**src/msrc_pkg.sv**
```systemverilog
package msrc_pkg;

    // ----------------------------------------------------------------
    // Sequence lengths in controller clock cycles
    // ----------------------------------------------------------------
    localparam logic [11:0] POR_STRETCH_CYC = 12'h400; // After pin release
    localparam logic [11:0] HARD_HOLD_CYC   = 12'h200; // Hard line hold
    localparam logic [11:0] SOFT_HOLD_CYC   = 12'h203; // Soft-only hold
    localparam logic [11:0] SOFT_TAIL_CYC   = 12'h003; // Soft after hard

    // ----------------------------------------------------------------
    // Reset status bit positions
    // ----------------------------------------------------------------
    localparam int unsigned ST_POR      = 0;
    localparam int unsigned ST_EXT_HARD = 1;
    localparam int unsigned ST_EXT_SOFT = 2;
    localparam int unsigned ST_WDOG     = 3;
    localparam int unsigned ST_BMON     = 4;
    localparam int unsigned ST_JTAG     = 5;
    localparam int unsigned ST_WIDTH    = 6;

    // ----------------------------------------------------------------
    // Internal request sources handled by the request latch
    // ----------------------------------------------------------------
    localparam int unsigned SRC_WDOG = 0;
    localparam int unsigned SRC_BMON = 1;
    localparam int unsigned NUM_INT  = 2;

    // ----------------------------------------------------------------
    // Values after reset
    // ----------------------------------------------------------------
    localparam logic [ST_WIDTH-1:0] STATUS_RST   = 6'h00;
    localparam logic [31:0]         CFG_WORD_RST = 32'h0000_0000;
    localparam logic [1:0]          CLK_MODE_RST = 2'h0;
    localparam logic [2:0]          BOOT_RST     = 3'h0;
    localparam logic [3:0]          CHIP_ID_RST  = 4'h0;

    // ----------------------------------------------------------------
    // Sequencer states
    // ----------------------------------------------------------------
    typedef enum logic [2:0] {
        S_IDLE        = 3'h0,
        S_POR_HOLD    = 3'h1,
        S_POR_STRETCH = 3'h2,
        S_HARD        = 3'h3,
        S_SOFT        = 3'h4,
        S_RELEASE     = 3'h5
    } msrc_state_t;

endpackage : msrc_pkg

```
**src/msrc_req_if.sv**
```systemverilog
`timescale 1ns/1ps
interface msrc_req_if;
    logic [1:0] pend;
    logic [1:0] take;
    modport latch (output pend, input take);
    modport ctrl  (input pend, output take);
endinterface : msrc_req_if

```
**src/msrc_req_latch.sv**
```systemverilog
`timescale 1ns/1ps
module msrc_req_latch
    import msrc_pkg::*;
(
    // Clock and reset
    input  wire logic clk,
    input  wire logic rst_n,
    // Internal expiry events and their enables
    input  wire logic wdog_expire,
    input  wire logic wdog_enable,
    input  wire logic bmon_expire,
    input  wire logic bmon_enable,
    // Pending requests toward the sequencer
    msrc_req_if.latch req
);

    wire logic [NUM_INT-1:0] raw_req;
    logic      [NUM_INT-1:0] sync1_reg;
    logic      [NUM_INT-1:0] sync2_reg;
    logic      [NUM_INT-1:0] pend_reg;

    // Only enabled counters may request a reset
    assign raw_req[SRC_WDOG] = wdog_expire & wdog_enable;
    assign raw_req[SRC_BMON] = bmon_expire & bmon_enable;
    assign req.pend          = pend_reg;

    // Synchronise and hold each request until the sequencer takes it;
    // a fresh request in the take cycle wins so none is lost
    genvar gi;
    generate
        for (gi = 0; gi < NUM_INT; gi++) begin : g_src
            always_ff @(posedge clk or negedge rst_n) begin
                if (!rst_n) begin
                    sync1_reg[gi] <= 1'b0;
                    sync2_reg[gi] <= 1'b0;
                    pend_reg[gi]  <= 1'b0;
                end else begin
                    sync1_reg[gi] <= raw_req[gi];
                    sync2_reg[gi] <= sync1_reg[gi];
                    pend_reg[gi]  <= sync2_reg[gi]
                                   | (pend_reg[gi] & ~req.take[gi]);
                end
            end

            a_pulse_latched:
            assert property (@(posedge clk) disable iff (!rst_n)
                sync2_reg[gi] |=> pend_reg[gi])
                else $error("Synchronised request not latched");
        end
    endgenerate

endmodule : msrc_req_latch

```
**src/msrc_reset_ctrl.sv**
```systemverilog
`timescale 1ns/1ps
// What this block does
// - All six reset sources enter one controller choosing actions by source.
// - A status vector records which sources caused the latest reset.
// - Power-on resets everything, PLL and DLL too, drives both lines.
// - Clock, config, boot mode, chip id, port width captured only at power-on.
// - Pin sampling and PLL/DLL reset happen only on power-on reset.
// - Slave-port config write after power-on only; system bus also after hard.
// - Soft reset line is held whenever the hard reset line is driven.
// - Hard reset line is open-drain; either side may pull it low.
// - Hard reset drives both lines, resets cores, reloads 32-bit config word.
// - External soft assertion counts only while this block drives no reset.
// - Soft reset drives soft line, resets cores, keeps system configuration.
// - Enabled watchdog expiry starts an internal hard reset sequence.
// - Enabled bus monitor expiry starts an internal hard reset sequence.
// - Test port host reset command starts a soft reset sequence.
// - Every reset type resets peripheral modules, cores and quad bus.
// - Power-on and hard resets drive both lines and reset the cores.
// - Configuration pins are captured when the power-on input releases.
module msrc_reset_ctrl
    import msrc_pkg::*;
(
    // Clock and controller reset
    input  wire logic        clk,
    input  wire logic        rst_n,
    // Power-on reset pin, active low
    input  wire logic        power_on_reset_in_n,
    // Open-drain hard and soft reset lines, low means reset
    input  wire logic        hard_reset_line_in,
    output logic             hard_reset_line_out,
    output logic             hard_reset_line_oe,
    input  wire logic        soft_reset_line_in,
    output logic             soft_reset_line_out,
    output logic             soft_reset_line_oe,
    // Internal reset requests
    input  wire logic        wdog_expire,
    input  wire logic        wdog_enable,
    input  wire logic        bmon_expire,
    input  wire logic        bmon_enable,
    input  wire logic        jtag_host_reset,
    // Configuration pins sampled at power-on release
    input  wire logic [1:0]  clock_mode_select,
    input  wire logic        cfg_rst_mode_pin,
    input  wire logic [2:0]  cfg_boot_pin,
    input  wire logic [3:0]  cfg_chip_id_pin,
    input  wire logic        cfg_slave64_pin,
    // Hard reset configuration word writes
    input  wire logic [31:0] cfg_word_in,
    input  wire logic        cfg_word_dsi_valid,
    input  wire logic        cfg_word_bus_valid,
    // Captured configuration
    output logic [1:0]       clock_mode,
    output logic             rst_conf_mode,
    output logic [2:0]       boot_mode,
    output logic [3:0]       chip_id,
    output logic             slave_port_64,
    output logic [31:0]      hard_cfg_word,
    // Reset actions
    output logic             system_pll_dll_reset,
    output logic             system_interface_unit_reset,
    output logic             peripheral_bus_reset,
    output logic             core_reset,
    output logic             quad_bus_subsystem_reset,
    output logic             dsi_cfg_write_en,
    output logic             bus_cfg_write_en,
    // Cause of the latest reset
    output logic [5:0]       reset_status
);

    // ----------------------------------------------------------------
    // Request latch for internal hard reset sources
    // ----------------------------------------------------------------
    msrc_req_if req_if ();
    msrc_req_latch u_req (
        .clk         (clk),
        .rst_n       (rst_n),
        .wdog_expire (wdog_expire),
        .wdog_enable (wdog_enable),
        .bmon_expire (bmon_expire),
        .bmon_enable (bmon_enable),
        .req         (req_if.latch)
    );

    // ----------------------------------------------------------------
    // State
    // ----------------------------------------------------------------
    msrc_state_t           state_reg;
    msrc_state_t           state_next;
    logic [11:0]           cnt_reg;
    logic [11:0]           cnt_next;
    logic                  por_seq_reg;
    logic                  por_seq_next;
    logic [ST_WIDTH-1:0]   status_reg;
    logic [ST_WIDTH-1:0]   status_next;
    logic                  drive_hard_reg;
    logic                  drive_soft_reg;
    logic                  pll_rst_reg;
    logic                  dsi_en_reg;
    logic                  bus_en_reg;

    // ----------------------------------------------------------------
    // Source decoding
    // ----------------------------------------------------------------
    // External line assertions are only seen while this block is quiet,
    // so its own drive is never mistaken for a new request
    wire logic por_active = ~power_on_reset_in_n;
    wire logic idle       = (state_reg == S_IDLE);
    wire logic ext_hard   = idle & ~hard_reset_line_in;
    wire logic ext_soft   = idle & ~soft_reset_line_in;
    wire logic wdog_hard  = req_if.pend[SRC_WDOG];
    wire logic bmon_hard  = req_if.pend[SRC_BMON];
    wire logic hard_go    = ext_hard | wdog_hard | bmon_hard;
    wire logic soft_go    = ext_soft | (idle & jtag_host_reset);
    wire logic can_start  = idle | (state_reg == S_SOFT)
                          | (state_reg == S_RELEASE);
    wire logic cnt_zero   = (cnt_reg == 12'h000);
    wire logic lines_high = hard_reset_line_in & soft_reset_line_in;
    wire logic enter_hard = (state_next == S_HARD)
                          & (state_reg != S_HARD);
    wire logic cfg_capture = (state_reg == S_POR_HOLD) & ~por_active;
    // Causes recorded when each kind of sequence starts
    wire logic [ST_WIDTH-1:0] hard_cause = {1'b0, bmon_hard, wdog_hard,
                                            1'b0, ext_hard, 1'b0};
    wire logic [ST_WIDTH-1:0] soft_cause = {idle & jtag_host_reset,
                                            2'b00, ext_soft, 2'b00};
    assign req_if.take = {bmon_hard, wdog_hard} & {2{enter_hard}};

    // ----------------------------------------------------------------
    // Sequencer
    // ----------------------------------------------------------------
    // Power-on preempts everything and internal hard preempts a running soft
    always_comb begin
        state_next   = state_reg;
        cnt_next     = cnt_reg;
        por_seq_next = por_seq_reg;
        status_next  = status_reg;
        if (por_active && state_reg != S_POR_HOLD) begin
            state_next   = S_POR_HOLD;
            por_seq_next = 1'b1;
            status_next  = '0;
            status_next[ST_POR] = 1'b1;
        end else if (can_start && hard_go) begin
            state_next   = S_HARD;
            cnt_next     = HARD_HOLD_CYC;
            por_seq_next = 1'b0;
            status_next  = hard_cause;
        end else begin
            case (state_reg)
                S_IDLE: begin
                    if (soft_go) begin
                        state_next   = S_SOFT;
                        cnt_next     = SOFT_HOLD_CYC;
                        por_seq_next = 1'b0;
                        status_next  = soft_cause;
                    end
                end
                S_POR_HOLD: begin
                    if (!por_active) begin
                        state_next = S_POR_STRETCH;
                        cnt_next   = POR_STRETCH_CYC;
                    end
                end
                S_POR_STRETCH: begin
                    if (cnt_zero) begin
                        state_next = S_HARD;
                        cnt_next   = HARD_HOLD_CYC;
                    end else begin
                        cnt_next = cnt_reg - 12'h001;
                    end
                end
                S_HARD: begin
                    // Soft line outlasts the hard line by a short tail
                    if (cnt_zero) begin
                        state_next = S_SOFT;
                        cnt_next   = SOFT_TAIL_CYC;
                    end else begin
                        cnt_next = cnt_reg - 12'h001;
                    end
                end
                S_SOFT: begin
                    if (cnt_zero) begin
                        state_next = S_RELEASE;
                    end else begin
                        cnt_next = cnt_reg - 12'h001;
                    end
                end
                S_RELEASE: begin
                    // Wait for other agents to let the lines go
                    if (lines_high) begin
                        state_next = S_IDLE;
                    end
                end
                default: begin
                    state_next = S_IDLE;
                end
            endcase
        end
    end

    // Action decoding from the next state keeps outputs registered
    wire logic in_por   = (state_next == S_POR_HOLD)
                        | (state_next == S_POR_STRETCH);
    wire logic hard_nx  = in_por | (state_next == S_HARD);
    wire logic soft_nx  = hard_nx | (state_next == S_SOFT);
    wire logic bus_nx   = (state_next == S_HARD);
    wire logic dsi_nx   = bus_nx & por_seq_next;

    always_ff @(posedge clk or negedge rst_n) begin
        if (!rst_n) begin
            state_reg      <= S_IDLE;
            cnt_reg        <= 12'h000;
            por_seq_reg    <= 1'b0;
            status_reg     <= STATUS_RST;
            drive_hard_reg <= 1'b0;
            drive_soft_reg <= 1'b0;
            pll_rst_reg    <= 1'b0;
            dsi_en_reg     <= 1'b0;
            bus_en_reg     <= 1'b0;
        end else begin
            state_reg      <= state_next;
            cnt_reg        <= cnt_next;
            por_seq_reg    <= por_seq_next;
            status_reg     <= status_next;
            drive_hard_reg <= hard_nx;
            drive_soft_reg <= soft_nx;
            pll_rst_reg    <= in_por;
            dsi_en_reg     <= dsi_nx;
            bus_en_reg     <= bus_nx;
        end
    end

    // ----------------------------------------------------------------
    // Configuration capture
    // ----------------------------------------------------------------
    // Pins are caught only on power-on release; hard and soft keep them
    always_ff @(posedge clk or negedge rst_n) begin
        if (!rst_n) begin
            clock_mode    <= CLK_MODE_RST;
            rst_conf_mode <= 1'b0;
            boot_mode     <= BOOT_RST;
            chip_id       <= CHIP_ID_RST;
            slave_port_64 <= 1'b0;
        end else if (cfg_capture) begin
            clock_mode    <= clock_mode_select;
            rst_conf_mode <= cfg_rst_mode_pin;
            boot_mode     <= cfg_boot_pin;
            chip_id       <= cfg_chip_id_pin;
            slave_port_64 <= cfg_slave64_pin;
        end
    end

    // Hard reset config word: default at power-on, then reloaded by
    // a write inside the window; soft resets leave it alone
    wire logic word_wr = (dsi_en_reg & cfg_word_dsi_valid)
                       | (bus_en_reg & cfg_word_bus_valid);

    always_ff @(posedge clk or negedge rst_n) begin
        if (!rst_n) begin
            hard_cfg_word <= CFG_WORD_RST;
        end else if (cfg_capture) begin
            hard_cfg_word <= CFG_WORD_RST;
        end else if (word_wr) begin
            hard_cfg_word <= cfg_word_in;
        end
    end

    // ----------------------------------------------------------------
    // Outputs
    // ----------------------------------------------------------------
    // Open-drain: only ever drive low, enable marks active pull-down
    assign hard_reset_line_out = 1'b0;
    assign hard_reset_line_oe  = drive_hard_reg;
    assign soft_reset_line_out = 1'b0;
    assign soft_reset_line_oe  = drive_soft_reg;
    assign system_pll_dll_reset        = pll_rst_reg;
    assign system_interface_unit_reset = drive_hard_reg;
    assign peripheral_bus_reset        = drive_soft_reg;
    assign core_reset                  = drive_soft_reg;
    assign quad_bus_subsystem_reset    = drive_soft_reg;
    assign dsi_cfg_write_en            = dsi_en_reg;
    assign bus_cfg_write_en            = bus_en_reg;
    assign reset_status                = status_reg;

    // ----------------------------------------------------------------
    // Checks
    // ----------------------------------------------------------------
    a_hard_soft_pair:
    assert property (@(posedge clk) disable iff (!rst_n)
        hard_reset_line_oe |-> soft_reset_line_oe)
        else $error("Hard line driven without soft line");
    a_por_full_reset:
    assert property (@(posedge clk) disable iff (!rst_n)
        (por_active && state_reg == S_IDLE) |=> system_pll_dll_reset
        && hard_reset_line_oe && soft_reset_line_oe && core_reset)
        else $error("Power-on did not reset everything");
    a_pll_por_only:
    assert property (@(posedge clk) disable iff (!rst_n)
        system_pll_dll_reset |-> por_seq_reg)
        else $error("PLL reset outside power-on");
    a_cfg_por_only:
    assert property (@(posedge clk) disable iff (!rst_n)
        $changed(clock_mode) |-> $past(state_reg) == S_POR_HOLD)
        else $error("Clock mode changed outside power-on");
    a_dsi_window:
    assert property (@(posedge clk) disable iff (!rst_n)
        dsi_cfg_write_en |-> (por_seq_reg && bus_cfg_write_en))
        else $error("Slave port config window outside power-on");
    a_soft_ignored:
    assert property (@(posedge clk) disable iff (!rst_n)
        (state_reg != S_IDLE && !por_active && !soft_reset_line_in)
        |=> !$rose(reset_status[ST_EXT_SOFT]))
        else $error("Soft assertion taken during own reset");
    a_wdog_hard:
    assert property (@(posedge clk) disable iff (!rst_n)
        (req_if.pend[SRC_WDOG] && state_reg == S_IDLE && !por_active)
        |=> state_reg == S_HARD ##1 hard_reset_line_oe)
        else $error("Watchdog did not start hard reset");
    a_bmon_hard:
    assert property (@(posedge clk) disable iff (!rst_n)
        (req_if.pend[SRC_BMON] && state_reg == S_IDLE && !por_active)
        |=> reset_status[ST_BMON] && hard_reset_line_oe)
        else $error("Bus monitor did not start hard reset");
    a_jtag_soft:
    assert property (@(posedge clk) disable iff (!rst_n)
        (jtag_host_reset && idle && !por_active && !hard_go)
        |=> soft_reset_line_oe && !hard_reset_line_oe
        && reset_status[ST_JTAG])
        else $error("Host command did not start soft reset");
    a_por_priority:
    assert property (@(posedge clk) disable iff (!rst_n)
        (por_active && (hard_go || soft_go)) |=> state_reg == S_POR_HOLD)
        else $error("Power-on lost to a lesser request");

endmodule : msrc_reset_ctrl

```
**config.mk**
```make
export PLATFORM = sky130hd
export DESIGN_NAME = msrc_reset_ctrl
export DESIGN_NICKNAME = d
export VERILOG_FILES = /design/src/msrc_pkg.sv /design/src/msrc_req_if.sv /design/src/msrc_req_latch.sv /design/src/msrc_reset_ctrl.sv
export SDC_FILE = /design/constraint.sdc
export NUM_CORES = 1
export LEC_CHECK = 0
export ABC_AREA = 1
export BUFFER_PORTS_ARGS = -buffer_cell sky130_fd_sc_hd__buf_2
export CORE_MARGIN = 2
export CORE_UTILIZATION = 46
export CTS_CLUSTER_SIZE = 8
export DETAILED_ROUTE_END_ITERATION = 8
export GPL_TIMING_DRIVEN = 1
export HOLD_SLACK_MARGIN = 0.08
export PLACE_DENSITY = 0.75
export SLEW_MARGIN = 10
export SYNTH_ARGS = -nofsm -noshare
export SYNTH_HDL_FRONTEND = slang
export SYNTH_HIERARCHICAL = 1
export SYNTH_SLANG_ARGS = --single-unit
```
**constraint.sdc**
```tcl
create_clock -name clk -period 1.8 [get_ports clk]
set_clock_uncertainty 0.15 [all_clocks]
set_input_delay 0.27 -clock clk [delete_from_list [all_inputs] [get_ports clk]]
set_output_delay 0.27 -clock clk [all_outputs]
set_load 0.05 [all_outputs]
```
==> flow_summary.ini, run 1 <==
[routing]
routed_wl_um = 9980
drt_iter0_drc = 187
routed_via_density = 4.88
wl_per_cell_um = 13.6
first_pass_iters = 5
drc = 0
dr_total_vias = 3583
drtAntennaViolNets = 0

[setup_path]
reg2reg_from = state_reg[1]
r2r-end = u_req/req.pend[1]
critPathSlowestCell = dfrtp_2
path_class = reg -> reg
end_kind = register
cp-start-kind = register
crit_start = state_reg[1]
path_cells = nor2_4 -> nand2_2 -> nand2_4 -> buf_4 -> nand3_4 -> nand2_4 -> nand3_4 -> nor2_1 -> inv_1 -> nand2_1 -> nand2_1
critical_path_arrival_ps = 1880
reg2reg_slack_ps = 10
crit_path_end = u_req/req.pend[1]
cp.required_ps = 1890
crit_family = simple AND/OR/NAND/NOR gates
path_buf_inv = 2
r2r.worst_path.cells = 11
crit_fanout = 5
cp.depth = 11
critPathMaxStageDelay_ps = 450

[sta]
finalMaxSlewViolations = 0
rsz0062_at_grt = yes
fin_setup_tns_ps = 0
min_period_ps = 1790
hold_viol = 0
setup-violations-final = 0
max_freq_ghz = 0.560
fin_crit_sh_pct = 99.2
fin_ws_ps = 14.7

[clock_tree]
clk_pin_slew_ps = 80
cts_tree = yes
cts.sinks = 76
cts.path.max_buffers = 2
clock_latency_ps = 350
root_buffer = clkbuf_8
cts_buffers = 9
cts_max_level = 3

[global_routing]
met2_usage_pct = 41.5
grt.busiest_layer = met2
antenna_found_initial = 0
grt_use_met1_pct = 28.0
grtUsageTotal_pct = 23.5
grt_pass1_vias = 3489
grt_use_met3_pct = 6.02
grt_max_degree = 31
grt_pass1_wl_um = 16100
overflow = 0

[floorplanning]
io_pins = 115
core_area_um2 = 7770
std_cell_rows = 32
die_area_um2 = 8770
initial_core_util_pct = 47.6
die_x_um = 93.7
die_h_um = 93.7

[yosys]
synth-seq-cells = 76
syn_avg_cell_area_um2 = 8.62
synth_largest_area_cell = dfrtp_1
ys_warn_count = 6
synth_common_cells = nor2_1, dfrtp_1, nand2_1
synth-edff-count = 0
post-synth-top-count-cell = nor2_1
ys.flop_type = dfrtp_1
syn_area_um2 = 3700
synthCells = 429
synthDistinctLibCells = 33
ys_top_cells_by_area = dfrtp_1, nor2_1, nand2_1, inv_1, nand3_1
yosys.area.top_type_share_pct = 51.4
ys_seq_area_share_pct = 51.4
synthArstFlopShare_pct = 100

[min_path]
hp-class = in -> reg

[run_status]
status = completed

[layout]
area_delta_synth_final_pct = 47.9
diodes = 0
largest_reg_flops = 32
fin_nets = 685
layout-drive-gt1-share_pct = 37.8

[place]
hpwl_um = 6570
portBuffers = 112
gp_congestion = 0.946
pre_cts_ws_ps = 3.78

[run]
maxCapViolCount = 0
==> layer usage <==
layer | vias up | wire [um]
met4 | 0 | 150
li1 | 1748 | -
met2 | 112 | 5310
met1 | 1706 | 3940
met3 | 17 | 579
met5 | - | 0
==> stage by stage <==
step	area (um^2)	utilization, %	instances	hold WS [ps]
6_report	5470	70.4	734	91.7
3_3_place_gp	4560	58.7	661	58.7
3_5_place_dp	4560	58.7	661	62.2
4_1_cts	5300	68.3	727	82.0
2_1_floorplan	3700	-	430	-176
5_1_grt	5470	70.4	734	111
==> final cells by class <==
type	instances	area, um^2
well taps	102	128
multi-input cells	282	1610
flip-flops and latches	76	1900
repair buffers	203	1390
fillers	586	2300
clock inverters	6	111
clock buffers	9	124
inverters	56	215
==> worst reg2reg max path: stages, from the launching register on <==
cell and delay [ps]:
dfrtp_2 450, nor2_4 150, nand2_2 100, nand2_4 110, buf_4 120, nand3_4 150, nand2_4 150, nand3_4 80
nor2_1 90, inv_1 40, nand2_1 40, nand2_1 40
==> logic make-up after synthesis <==
| kind of cell | Yosys count | share of synthesized area, % |
|---|---|---|
| compound gates | 50 | 7.48 |
| fa+ha+maj | 2 | 0.676 |
| buf+inv | 72 | 8.39 |
| mux | 11 | 3.35 |
| xor+xnor | 3 | 0.711 |
| flops | 76 | 51.4 |
| other cells | 1 | 0.101 |
| simple gates | 214 | 27.9 |
==> layout by cell type (no fill, tap or decap), drive strengths merged, types with 9 or more instances in the layout <==
cell,count
clkbuf,9
buf,154
nand2,81
a21oi,10
dfrtp,76
dlygate4sd3,49
inv,57
o21ai,31
nor2,89
nand3,36
mux2,11
==> what timing repair did <==
action	CTS	global route
pin swaps	2	9
buffers inserted	2	7
hold buffers	49	0
endpoints found under the setup margin	5	25
hold endpoints to repair	102	0
resized for setup	2	31
gates cloned	0	0
==> how the worst min path moves through the flow <==
stage                            start                end  slack [ps]  cells past startpoint
CTS                    cfg_word_in[17]  hard_cfg_word[17]          80                      3
global placement                 rst_n         cnt_reg[4]          60                      1
floorplan                        rst_n       boot_mode[0]        -180                      0
detailed placement               rst_n         cnt_reg[4]          60                      1
global route        hard_reset_line_in    reset_status[1]         110                      4
finish                 cfg_word_in[17]  hard_cfg_word[17]          90                      3
Power of run 1 is not shown: default switching activity piles up to over one toggle a cycle in this logic, so the estimate is an artifact.
==> inputs of run 2 (changes only) <==
MAX_ROUTING_LAYER = met4   (was default)
==> run 2 against run 1 <==
Die area stayed put. The flow now finishes with violations (negative setup slack). Critical path type unchanged. Largest cell class unchanged. Register-to-register slack worse by 20 ps. Critical path depth is 2 higher.
==> flow_summary.ini, run 2 (synthesized netlist as in run 1, its figures left out) <==
[setup_path]
critPathMaxStageDelay_ps = 400
critPathSlowestCell = dfrtp_1
critical_path_arrival_ps = 1950
path_cells = nor2_1 -> nand2_2 -> nor2_4 -> nand2_4 -> nand2_4 -> nand3_2 -> nor2_4 -> nand2_4 -> nand3_4 -> nor2_2 -> inv_1 -> nand2_1 -> nand2_1
crit_family = simple AND/OR/NAND/NOR gates
cp-start-kind = register
crit_top_cell = nand2_4
end_kind = register
path_class = reg -> reg
cp.required_ps = 1940
path_buf_inv = 1
crit_fanout = 5

[floorplanning]
core_area_um2 = 7770
die_h_um = 93.7
die_area_um2 = 8770
io_pins = 115
initial_core_util_pct = 47.6
die_x_um = 93.7
std_cell_rows = 32

[routing]
dr_total_vias = 3675
first_pass_iters = 5
drtAntennaViolNets = 0
drt_iter0_drc = 196
routed_via_density = 4.97
drc = 0
routed_wl_um = 10200
wl_per_cell_um = 13.8

[sta]
max_freq_ghz = 0.555
fin_setup_tns_ps = -4.25
rsz0062_at_grt = yes
finalMaxSlewViolations = 0
setup-violations-final = 2
min_period_ps = 1800
fin_crit_sh_pct = 100
fin_ws_ps = -2.21
hold_viol = 0

[clock_tree]
cts_max_level = 3
cts_buffers = 9
clk_pin_slew_ps = 80
cts.sinks = 76
cts_tree = yes
clock_latency_ps = 350
root_buffer = clkbuf_8
cts.path.max_buffers = 2

[layout]
largest_reg_flops = 32
diodes = 0
layout_commonest_cell = buf_2
area_delta_synth_final_pct = 51.2
fin_nets = 690
layout_common_cells = buf_2, dfrtp_1, nor2_1
layout-drive-gt1-share_pct = 40.0

[global_routing]
grt_max_degree = 31
grt_pass1_vias = 3613
overflow = 0
grt_use_met3_pct = 3.61
grt_pass1_wl_um = 16200
grtUsageTotal_pct = 24.0
grt.busiest_layer = met2
grt_use_met1_pct = 27.8
antenna_found_initial = 0
met2_usage_pct = 41.2

[run_status]
status = finished, violations left
violations = negative setup slack

[place]
gp_congestion = 0.987
pre_cts_ws_ps = 4.43
hpwl_um = 6480
portBuffers = 112

[min_path]
hp-class = in -> reg

[run]
maxCapViolCount = 0
[run 2: timing repair]
| action | in CTS | in global routing |
|---|---|---|
| endpoints found under the hold margin | 123 | 0 |
| resized for setup | 1 | 52 |
| pin swaps | 1 | 14 |
| setup endpoints to repair | 1 | 29 |
| buffers inserted | 0 | 11 |
| gates cloned | 0 | 0 |
| hold buffers | 50 | 0 |
[run 2: per-layer routing]
| layer | part of all wire (%) | vias to the layer above |
|---|---|---|
| li1 | - | 1759 |
| met1 | 39 | 1728 |
| met2 | 52 | 154 |
| met3 | 5.6 | 34 |
| met4 | 3.5 | 0 |
| met5 | 0 | - |
[run 2: cell type report]
type                            count  area, um^2
Clock buffer                        9         124
Tap cell                          102         128
Timing Repair Buffer              208        1450
Multi-Input combinational cell    282        1670
Sequential cell                    76        1900
Inverter                           56         218
Clock inverter                      7         103
Fill cell                         574        2180
[run 2: path summary, 6_finish.rpt]
check                              startpoint                 end  slack (ps)  depth (start not counted)
max                                cnt_reg[6]   u_req/req.pend[0]          -2                         13
min in group asynchronous               rst_n          cnt_reg[4]         210                          2
min reg2reg                u_req/sync1_reg[0]  u_req/sync2_reg[0]         210                          0
max reg2reg                        cnt_reg[6]   u_req/req.pend[0]          -2                         13
max in group asynchronous               rst_n        state_reg[1]         820                          3
min                        hard_reset_line_in     reset_status[1]         110                          4
[run 2: worst min-delay path, cell delays in order]
cell	delay, ps
buf_2	90
inv_1	60
nand2_4	70
o21ai_0	80
[run 2: stage by stage]
stage	instances	hold slack, ps	area [um^2]	util (%)
after floorplan	430	-176	3700	-
after global placement	663	58.1	4590	59.0
after detailed placement	663	57.8	4590	59.0
after CTS	729	110	5320	68.5
after global routing	740	137	5590	72.0
final	740	112	5590	72.0
Power of run 2 is left out for the same reason.
==> inputs of run 3 (changes only) <==
CORE_UTILIZATION = 35   (was 46)
PLACE_DENSITY = 0.59   (was 0.75)
==> run 3 against run 2 <==
The flow now finishes without violations. Non-clock buffer count increased by 1. Cell area increased by 0.34%. Worst hold slack lost 6.5 ps. Core utilization is 17 points lower. Fmax rose by 3.6%. Critical endpoint unchanged. Largest cell class unchanged. Highest routed layer unchanged.
==> flow_summary.ini, run 3 (synthesized netlist as in run 1, its figures left out) <==
[setup_path]
critPathSlowestCell = dfrtp_1
crit_top_cell = nand2_4
critPathMaxStageDelay_ps = 400
crit_fanout = 4
path_cells = inv_2 -> nand2_4 -> nor2_4 -> nand2_4 -> nand3_4 -> nand2_4 -> inv_4 -> nor2_8 -> nand2_4 -> nand3_2 -> nor2_1 -> inv_1 -> nand2_1 -> nand2_1
end_kind = register
critical_path_arrival_ps = 1840
cp-start-kind = register
reg2reg_slack_ps = 60
r2r.worst_path.cells = 14
path_class = reg -> reg
reg2reg_from = state_reg[0]
r2r-end = u_req/req.pend[0]
cp.required_ps = 1900

[clock_tree]
cts.path.max_buffers = 2
cts_tree = yes
root_buffer = clkbuf_8
clk_pin_slew_ps = 90
cts_buffers = 9
cts_max_level = 3
cts.sinks = 76
clock_latency_ps = 360

[layout]
diodes = 0
layout-drive-gt1-share_pct = 40.1
layout_commonest_cell = buf_2
area_delta_synth_final_pct = 51.7
finalNonFillerCells = 775
largest_reg_flops = 32
n_fill_cell = 903
post-route-util_pct = 54.6
fin_nets = 691
layout_common_cells = buf_2, dfrtp_1, nor2_1

[floorplanning]
io_pins = 115
std_cell_rows = 37
die_x_um = 107
die_h_um = 107
initial_core_util_pct = 36.0
die_area_um2 = 11400
core_area_um2 = 10300

[global_routing]
grt_pass1_wl_um = 16100
overflow = 0
grt_max_degree = 35
grt_pass1_vias = 3581
antenna_found_initial = 0
grtUsageTotal_pct = 18.3

[run]
maxCapViolCount = 0

[run_status]
status = completed

[sta]
min_period_ps = 1740
fin_crit_sh_pct = 96.6
finalMaxSlewViolations = 0
max_freq_ghz = 0.575
fin_setup_tns_ps = 0
rsz0062_at_grt = yes
setup-violations-final = 0
fin_hold_ws_ps = 105
hold_viol = 0

[routing]
dr_total_vias = 3520
routed_wl_um = 9960
drt_iter0_drc = 103
drtAntennaViolNets = 0
routed_via_density = 4.54
wl_per_cell_um = 12.9
drc = 0
first_pass_iters = 6

[place]
portBuffers = 112
dp_cells = 702
hpwl_um = 6830
gp_congestion = 0.903

[min_path]
min_to = reset_status[1]
hp-class = in -> reg
whs_path_depth = 4
hp-start = hard_reset_line_in
[run 3: repair_timing]
item / 4_1_cts / 5_1_grt
setup buffers: 2 / 5
hold endpoints to repair: 107 / 0
pin swaps: 6 / 11
hold buffers: 50 / 0
gates cloned: 0 / 0
setup endpoints to repair: 10 / 23
gates resized for setup: 4 / 45
[run 3: worst max path at each step]
stage	start	to	slack, ps	depth (start not counted)
floorplan	bus_cfg_write_en	hard_cfg_word[28]	20	8
global placement	cnt_reg[0]	cnt_reg[10]	-30	10
detailed placement	cnt_reg[0]	core_reset	-20	11
CTS	cnt_reg[0]	u_req/req.pend[1]	-1	14
global route	state_reg[0]	u_req/req.pend[1]	-50	12
finish	state_reg[0]	u_req/req.pend[0]	60	14
[run 3: through the flow]
step	instance area, um^2	worst slack [ps]
detailed placement	4650	-21.9
floorplan	3700	20.9
global placement	4650	-32.3
finish	5610	60.9
CTS	5410	-1.24
global route	5610	-51.2
[run 3: area by class of cell]
cell class / instances / area (um^2) / share of cell area, %
sequential: 76 / 1900 / 33.9
inverter: 56 / 215 / 3.84
timing repair buffer: 209 / 1430 / 25.5
clock buffer: 10 / 138 / 2.45
multi-input combinational: 282 / 1660 / 29.5
tap: 136 / 170 / 3.03
clock inverter: 6 / 93.8 / 1.67
[run 3: metal layers]
layer / track usage, % / wire [um] / part of all wire [%] / up-vias
met5: - / 0 / 0 / -
met1: 21.4 / 4150 / 42 / 1651
met2: 31.3 / 5110 / 51 / 94
met3: 4.07 / 513 / 5.2 / 18
met4: 6.03 / 183 / 1.8 / 0
li1: - / - / - / 1757
[run 3: worst max-delay path: cells and delay by family, from the launching register on]
family	cells	cell delay, ps
buffers and inverters	3	260
and+or+nand+nor	11	810
DFF	1	400
Power of run 3 is left out for the same reason.
